$ cat config.mk
export PLATFORM = sky130hd
export DESIGN_NAME = pcv_clock_video
export DESIGN_NICKNAME = d
export VERILOG_FILES = /design/src/verilog/pcv_pkg.sv /design/src/verilog/pcv_divider.sv
export VERILOG_INCLUDE_DIRS = /design/src /design/src/verilog
export SDC_FILE = /design/constraint.sdc
export NUM_CORES = 1
export LEC_CHECK = 0
export ABC_AREA = 1
export BUFFER_PORTS_ARGS = -buffer_cell sky130_fd_sc_hd__buf_4
export CORE_ASPECT_RATIO = 1.4
export CORE_MARGIN = 2
export CORE_UTILIZATION = 35
export DETAILED_ROUTE_END_ITERATION = 6
export GPL_ROUTABILITY_DRIVEN = 0
export HOLD_SLACK_MARGIN = 0.15
export PLACE_DENSITY_LB_ADDON = 0.08
export SLEW_MARGIN = 5
export SYNTH_ARGS = -nofsm -noshare
export SYNTH_HDL_FRONTEND = slang
export SYNTH_SLANG_ARGS = --single-unit
$ cat constraint.sdc
create_clock -name clock -period 4.1 [get_ports clock]
set_clock_uncertainty 0.15 [all_clocks]
set_input_delay 0.82 -clock clock [delete_from_list [all_inputs] [get_ports clock]]
set_output_delay 0.82 -clock clock [all_outputs]
set_load 0.02 [all_outputs]
$ cat src/verilog/pcv_defines.svh
// Constants for the pixel clock and video control block
`ifndef PCV_DEFINES_SVH
`define PCV_DEFINES_SVH
`define PCV_DIV_SEL_4 2'h0
`define PCV_DIV_SEL_8 2'h1
`define PCV_DIV_SEL_16 2'h2
`define PCV_DIV_SEL_32 2'h3
`define PCV_HALF_4 5'h01
`define PCV_HALF_8 5'h03
`define PCV_HALF_16 5'h07
`define PCV_HALF_32 5'h0f
`define PCV_CNT_ZERO 5'h00
`define PCV_CNT_ONE 5'h01
`define PCV_PIPE_STAGES 3
`define PCV_BLANK_LEVEL 8'h00
`define PCV_SYNC_LEVEL 1'b1
`define PCV_SYNC_IDLE 1'b0
`define PCV_SYNC_N_IDLE 1'b1
`define PCV_EDGE_STAGES 2
`define PCV_IDLE_PIXEL 28'h000_0001
`define PCV_IDLE_VIDEO 25'h000_0000
`define PCV_LOAD_IDLE 1'b0
`define PCV_LOAD_ACTIVE 1'b1
`define PCV_GATE_OFF 1'b0
`endif

$ cat src/verilog/pcv_pkg.sv
// Types shared by the pixel clock and video control block
package pcv_pkg;
   typedef struct packed {
      logic [7:0] red;
      logic [7:0] green;
      logic [7:0] blue;
      logic palette_select_bit0;
      logic palette_select_bit1;
      logic blank_n;
      logic sync_n;
   } pcv_pixel_t;
   typedef enum logic [1:0] {
      PCV_PORT_A = 2'b01,
      PCV_PORT_B = 2'b10
   } pcv_half_t;
   typedef struct packed {
      logic [7:0] red;
      logic [7:0] green_current_output;
      logic [7:0] blue;
      logic green_sync;
   } pcv_video_t;
endpackage
$ cat src/verilog/pcv_divider.sv
// Pixel clock generation, pixel capture and video control path, with its divider
`include "pcv_defines.svh"

module pcv_clock_video
   import pcv_pkg::*;
#(
   parameter int PIPE_STAGES = `PCV_PIPE_STAGES
)
(
   input wire logic clock,
   input wire logic rst,
   input wire logic two_to_one_mode,
   input wire logic div_select_low_bit,
   input wire logic div_select_high_bit,
   input wire logic sync_decode_enable,
   input wire logic pixel_load_strobe_in,
   input wire pcv_pixel_t pixel_port_a,
   input wire pcv_pixel_t pixel_port_b,
   input wire logic video_shift_clock_in,
   output logic divided_load_clock_out,
   output logic programmable_divided_clock,
   output logic gated_video_shift_clock,
   output logic pipelined_sync_echo,
   output pcv_video_t video_out
);

   // ****************************************************************
   // Internal state
   // ****************************************************************

   // Which half the serialiser hands on next
   pcv_half_t half_reg;
   // Second half waiting for its turn in two to one mode
   pcv_pixel_t hold_b_reg;
   // Serialised pixel, first pipeline stage
   pcv_pixel_t ser_reg;
   // Middle pipeline stages between serialiser and output stage
   pcv_pixel_t delay_reg [PIPE_STAGES-`PCV_EDGE_STAGES];
   // Pixel about to enter the output stage
   pcv_pixel_t pre_out;
   // Sync is to be shown on the green channel
   logic sync_on;

   // ****************************************************************
   // Load clock
   // ****************************************************************

   // One-cycle load slots at the pixel rate over the mux factor
   // In one to one mode every cycle is a slot, so the output stands high
   always_ff @(posedge clock) begin
      if (rst) begin
         divided_load_clock_out <= `PCV_LOAD_IDLE;
      end else if (two_to_one_mode) begin
         divided_load_clock_out <= ~divided_load_clock_out;
      end else begin
         divided_load_clock_out <= `PCV_LOAD_ACTIVE;
      end
   end

   // ****************************************************************
   // Programmable divided clock
   // ****************************************************************

   // Divider runs from the same pixel clock, output straight from its flop
   pcv_divider u_divider (
      .clock(clock),
      .rst(rst),
      .div_select_low_bit(div_select_low_bit),
      .div_select_high_bit(div_select_high_bit),
      .programmable_divided_clock(programmable_divided_clock)
   );

   // ****************************************************************
   // Pixel capture and serialiser
   // ****************************************************************

   // Captures both port halves on a load strobe, then hands on A and, in two to one mode, B in turn
   // A strobe while B is still due is refused: the partner only loads every other cycle
   always_ff @(posedge clock) begin
      if (rst) begin
         ser_reg <= `PCV_IDLE_PIXEL;
         hold_b_reg <= `PCV_IDLE_PIXEL;
         half_reg <= PCV_PORT_A;
      end else begin
         case (half_reg)
            PCV_PORT_A: begin
               if (pixel_load_strobe_in) begin
                  ser_reg <= pixel_port_a;
                  hold_b_reg <= pixel_port_b;
                  half_reg <= two_to_one_mode ? PCV_PORT_B : PCV_PORT_A;
               end
            end
            PCV_PORT_B: begin
               ser_reg <= hold_b_reg;
               half_reg <= PCV_PORT_A;
            end
            default: begin
               half_reg <= PCV_PORT_A;
            end
         endcase
      end
   end

   // ****************************************************************
   // Pipeline delay line
   // ****************************************************************

   // Middle stages keep sync echo and video in the same cycle
   genvar g;
   generate
      for (g = 0; g < PIPE_STAGES - `PCV_EDGE_STAGES; g++) begin : g_delay
         if (g == 0) begin : g_first
            always_ff @(posedge clock) begin
               if (rst) begin
                  delay_reg[g] <= `PCV_IDLE_PIXEL;
               end else begin
                  delay_reg[g] <= ser_reg;
               end
            end
         end else begin : g_next
            always_ff @(posedge clock) begin
               if (rst) begin
                  delay_reg[g] <= `PCV_IDLE_PIXEL;
               end else begin
                  delay_reg[g] <= delay_reg[g-1];
               end
            end
         end
      end
   endgenerate

   // Last middle stage feeds the output stage
   assign pre_out = delay_reg[PIPE_STAGES-`PCV_EDGE_STAGES-1];

   // ****************************************************************
   // Video control
   // ****************************************************************

   // Sync is active low and only counts when decoding is enabled
   assign sync_on = ~pre_out.sync_n & sync_decode_enable;

   // Output stage: blank forces the blanking level on every channel
   always_ff @(posedge clock) begin
      if (rst) begin
         video_out <= `PCV_IDLE_VIDEO;
      end else if (!pre_out.blank_n) begin
         video_out.red <= `PCV_BLANK_LEVEL;
         video_out.green_current_output <= `PCV_BLANK_LEVEL;
         video_out.blue <= `PCV_BLANK_LEVEL;
         video_out.green_sync <= sync_on ? `PCV_SYNC_LEVEL : `PCV_SYNC_IDLE;
      end else begin
         video_out.red <= pre_out.red;
         video_out.green_current_output <= pre_out.green;
         video_out.blue <= pre_out.blue;
         video_out.green_sync <= sync_on ? `PCV_SYNC_LEVEL : `PCV_SYNC_IDLE;
      end
   end

   // Sync echo leaves the output stage together with its pixel
   always_ff @(posedge clock) begin
      if (rst) begin
         pipelined_sync_echo <= `PCV_SYNC_N_IDLE;
      end else begin
         pipelined_sync_echo <= pre_out.sync_n;
      end
   end

   // Shift clock is stopped while the serialised pixel is blanked
   always_ff @(posedge clock) begin
      if (rst) begin
         gated_video_shift_clock <= `PCV_GATE_OFF;
      end else begin
         gated_video_shift_clock <= video_shift_clock_in & ser_reg.blank_n;
      end
   end

   // ****************************************************************
   // Assertions
   // ****************************************************************

   // Load clock toggles every cycle in two to one mode
   property p_load_toggle_two;
      @(posedge clock) disable iff (rst)
         (!$past(rst) && $past(two_to_one_mode)) |-> (divided_load_clock_out != $past(divided_load_clock_out));
   endproperty
   a_load_toggle_two: assert property (p_load_toggle_two) else $error("load clock did not toggle");

   // Load clock stands high in one to one mode
   property p_load_steady_one;
      @(posedge clock) disable iff (rst)
         (!$past(rst) && !$past(two_to_one_mode)) |-> divided_load_clock_out;
   endproperty
   a_load_steady_one: assert property (p_load_steady_one) else $error("load clock low in one to one");

   // Blanked pixel leaves at the blanking level
   property p_blank_level;
      @(posedge clock) disable iff (rst)
         (!$past(rst) && !$past(pre_out.blank_n)) |-> (video_out.red == `PCV_BLANK_LEVEL &&
            video_out.green_current_output == `PCV_BLANK_LEVEL && video_out.blue == `PCV_BLANK_LEVEL);
   endproperty
   a_blank_level: assert property (p_blank_level) else $error("blanked pixel not at blank level");

   // Enabled sync drives green to the sync level
   property p_sync_green;
      @(posedge clock) disable iff (rst)
         (!$past(rst) && $past(!pre_out.sync_n && sync_decode_enable)) |-> (video_out.green_sync == `PCV_SYNC_LEVEL);
   endproperty
   a_sync_green: assert property (p_sync_green) else $error("sync not shown on green");

   // Sync is ignored while decoding is disabled
   property p_sync_ignored;
      @(posedge clock) disable iff (rst)
         (!$past(rst) && !$past(sync_decode_enable)) |-> (video_out.green_sync == `PCV_SYNC_IDLE);
   endproperty
   a_sync_ignored: assert property (p_sync_ignored) else $error("sync shown while disabled");

   // Sync echo matches the pixel leaving the output stage
   property p_sync_echo;
      @(posedge clock) disable iff (rst)
         !$past(rst) |-> (pipelined_sync_echo == $past(pre_out.sync_n));
   endproperty
   a_sync_echo: assert property (p_sync_echo) else $error("sync echo out of step");

   // No shift clock while the serialised pixel is blanked
   property p_shift_gated;
      @(posedge clock) disable iff (rst)
         (!$past(rst) && !$past(ser_reg.blank_n)) |-> !gated_video_shift_clock;
   endproperty
   a_shift_gated: assert property (p_shift_gated) else $error("shift clock ran during blank");

   // Second half always goes out in the cycle after the first
   property p_half_b_follows;
      @(posedge clock) disable iff (rst)
         (!$past(rst) && $past(half_reg == PCV_PORT_B)) |-> (half_reg == PCV_PORT_A);
   endproperty
   a_half_b_follows: assert property (p_half_b_follows) else $error("second half not handed on");

   // Main scenarios reached
   c_two_to_one_load: cover property (@(posedge clock) disable iff (rst) two_to_one_mode && pixel_load_strobe_in);
   c_blank_out: cover property (@(posedge clock) disable iff (rst) !pre_out.blank_n);
   c_sync_green: cover property (@(posedge clock) disable iff (rst) video_out.green_sync);
   c_shift_stopped: cover property (@(posedge clock) disable iff (rst) video_shift_clock_in && !ser_reg.blank_n);

endmodule

// ****************************************************************
// Programmable clock divider producing divide by 4, 8, 16 or 32
// ****************************************************************
module pcv_divider
   import pcv_pkg::*;
(
   input wire logic clock,
   input wire logic rst,
   input wire logic div_select_low_bit,
   input wire logic div_select_high_bit,
   output logic programmable_divided_clock
);
   logic [4:0] cnt_reg;
   logic [4:0] half_limit;

   // Decode of the two select bits into half period minus one
   always_comb begin
      case ({div_select_high_bit, div_select_low_bit})
         `PCV_DIV_SEL_4: half_limit = `PCV_HALF_4;
         `PCV_DIV_SEL_8: half_limit = `PCV_HALF_8;
         `PCV_DIV_SEL_16: half_limit = `PCV_HALF_16;
         default: half_limit = `PCV_HALF_32;
      endcase
   end

   // Half period counter toggles the output
   always_ff @(posedge clock) begin
      if (rst) begin
         cnt_reg <= `PCV_CNT_ZERO;
         programmable_divided_clock <= 1'b0;
      end else if (cnt_reg >= half_limit) begin
         cnt_reg <= `PCV_CNT_ZERO;
         programmable_divided_clock <= ~programmable_divided_clock;
      end else begin
         cnt_reg <= cnt_reg + `PCV_CNT_ONE;
      end
   end

   // Half period is never shorter than two cycles
   property p_div_min_half;
      @(posedge clock) disable iff (rst)
         (!$past(rst) && $changed(programmable_divided_clock)) |=> $stable(programmable_divided_clock);
   endproperty
   a_div_min_half: assert property (p_div_min_half) else $error("divided clock half period too short");
endmodule

==> out/qor.csv <==
stage,metric,value,unit
grt,first_global_vias,3040,
setup_path,worstPathRequired,4.27,ns
clock_network,cts_root_buf,clkbuf_16,
drt,ant_nets,0,
sta,hold-worst-slack,0.2557,ns
grt,grt_max_degree,56,
floorplanning,start_util,0.3578,
yosys,syn_avg_cell_area,8.064,sq um
yosys,ys_ff_latch,114,
sta,finalHoldViolations,0,
sta,setup_viol,0,
grt,grt_pass1_wl,13360,microns
yosys,synth.area.top_cells,"dfxtp_1, nor2_1, o21ai_0",
clock_network,post-cts-setup-buffer-count,0,
yosys,syn_area,4056,sq um
sta,fin_crit_sh,0.5300,
drt,firstDrtPassIters,4,
setup_path,worstPathMaxFanout,55,
yosys,synth.top_cells.by_count,"dfxtp_1, nor2_1, inv_1, o21ai_0, nand2_1",
yosys,synth_cell_type_count,27,
clock_network,ctsResizeCount,0,
finish,antenna_cells,0,
sta,worstMarginPinSlew,0.7335,ns
setup_path,cpPeakStageDelay,0.56,ns
floorplanning,coreArea,11340,sq um
clock_network,clk_latency,0.41,ns
finish,area_growth,33.13,%
clock_network,clk_transition_reported_paths,0.05,ns
setup_path,path_cells,"buf_4, clkinv_1, buf_4, nand2_1, nor2_1",
finish,drive_above_1_share,0.2150,
drt,via_per_inst,4.114,
yosys,yosysMostFrequentCell,dfxtp_1,
clock_network,clock_path_buffers,2,
setup_path,endpoint_kind,flop,
power_and_ir_drop,leakagePower,0.002463,uW
floorplanning,rows,46,
drt,initialDrtViolationCount,170,
finish,nets,655,
worst_hold_path,holdCritPathClass,flop to flop,
flow_run,max_cap_violations,0,
sta,rsz0062_at_grt,false,
grt,antenna_found_initial,0,
yosys,synth-async-reset-ratio,0,
grt,grt.total_usage,0.1357,
yosys,post-synth-top-area-cell,dfxtp_1,
yosys,syn_inst,503,
drt,vias,3061,
grt,grt.overflow.total,0,
setup_path,crit_top_cell,buf_4,
sta,fmax,0.4602,GHz
floorplanning,die_area,12480,sq um
yosys,ys_seq_area_frac,0.5626,
power_and_ir_drop,power_density,563.4,nW/um^2
placement,dpl.hpwl,5086,microns
sta,slew_headroom,0.5098,
drt,routedWlPerCell,10.06,microns
clock_network,ctsHoldBuffers,0,
floorplanning,io_pins,93,
floorplanning,die_h,131.4,microns
yosys,ys.flop_type,dfxtp_1,
setup_path,crit_buf_inv,3,
drt,wl,7483,microns
clock_network,cts_tree,done,
setup_path,start_kind,primary input,
floorplanning,die_x,94.99,microns
placement,place.port_buffers,88,
clock_network,cts_buffers,17,
sta,slew_viol_final,0,
sta,finalSetupTns,0,ns
setup_path,arrival,2.34,ns
power_and_ir_drop,vdd_drop_max,0.0003015,V
yosys,syn-num-nets,571,
sta,fin_crit,2.173,ns
drt,route.detailed.drc,0,
yosys,yosysTopAreaCellShare,0.5626,
yosys,synth-edff-count,0,
status,outcome,completed,
clock_network,clock_sinks,114,
setup_path,worstSetupPathType,primary input to flop,
setup_path,path_delay_family,simple AND/OR/NAND/NOR gates,
setup_path,slowest_stage,nand2_1,
clock_network,cts.htree.levels,4,
yosys,ys_warn_count,0,
## cell usage in the layout (no fill, tap or decap)
cell	instances
nor3_1	2
o21ai_0	73
buf_4	89
xnor2_1	1
clkinv_4	1
o21ai_1	3
bufinv_16	4
or2_2	2
nand2_8	1
nand3_4	1
nand3_1	4
inv_2	2
ha_1	4
nand4_1	2
xor2_1	2
clkbuf_8	6
inv_6	1
dfxtp_1	114
a21oi_1	27
nand2_1	40
clkinv_1	1
nand2_4	1
inv_1	84
o211ai_1	1
clkinv_2	4
nor2_1	113
clkbuf_16	17
## area by class of cell
| cell class | instances | area [sq um] |
|---|---|---|
| Inverter | 88 | 335.3 |
| Sequential cell | 114 | 2282 |
| Tap cell | 144 | 180.2 |
| Clock inverter | 9 | 148.9 |
| Fill cell | 1159 | 5938 |
| Clock buffer | 23 | 508.0 |
| Timing Repair Buffer | 89 | 668.1 |
| Multi-Input combinational cell | 277 | 1277 |
## layer usage
layer | up-vias | wire (microns) | global-route usage | share of wire
met3 | 4 | 490 | 0.06365 | 0.065
met5 | - | 0 | 0 | 0
li1 | 1707 | - | - | -
met4 | 0 | 70 | 0.05072 | 0.0094
met1 | 1271 | 3722 | 0.1689 | 0.50
met2 | 79 | 3199 | 0.2029 | 0.43
## worst reg2reg max path, cell delays in order, from the launching register on
cell and delay [ns]:
dfxtp_1 0.34, inv_2 0.10, nand3_4 0.39, nand2_8 0.36
inv_6 0.13, nor2_1 0.15, nor2_1 0.06
## cells by family (layout without fill, tap and decap cells)
family          count (synthesis)  in the layout  share of synthesized area
fa+ha+maj                       4              4                    0.01234
simple gates                  166            166                     0.1672
compound gates                104            104                     0.1289
buf+inv                       112            209                     0.1225
flops                         114            114                     0.5626
xor+xnor                        3              3                   0.006479
## final timing paths
| kind | depth (start not counted) | slack, ns | to | from |
|---|---|---|---|---|
| setup / recovery | 5 | 1.93 | video_out[17]$_SDFF_PP0_ | rst |
| hold / removal | 2 | 0.26 | video_out[10]$_SDFF_PP0_ | delay_reg[0][13]$_SDFF_PP0_ |
| setup reg to reg | 6 | 2.30 | ser_reg[16]$_SDFFE_PP0P_ | half_reg[1]$_SDFFE_PP0P_ |
| hold reg to reg | 2 | 0.26 | video_out[10]$_SDFF_PP0_ | delay_reg[0][13]$_SDFF_PP0_ |
## metrics by stage
step	std cells	area (sq um)	utilization	total power [uW]	worst slack (ns)
6_report	744	5400	0.4763	3042	1.927
5_1_grt	744	5400	0.4763	3188	1.693
4_1_cts	744	5400	0.4763	3077	1.897
3_5_place_dp	712	4743	0.4183	1482	1.483
3_3_place_gp	712	4743	0.4183	1479	1.518
2_1_floorplan	503	4056	-	1408	2.258
## power breakdown
| group | switching (uW) | internal, uW |
|---|---|---|
| logic | 136 | 101 |
| clock network | 476 | 1110 |
| registers | 30.1 | 1190 |
| total | 642 | 2400 |
Power figures use the tool's default switching activity.
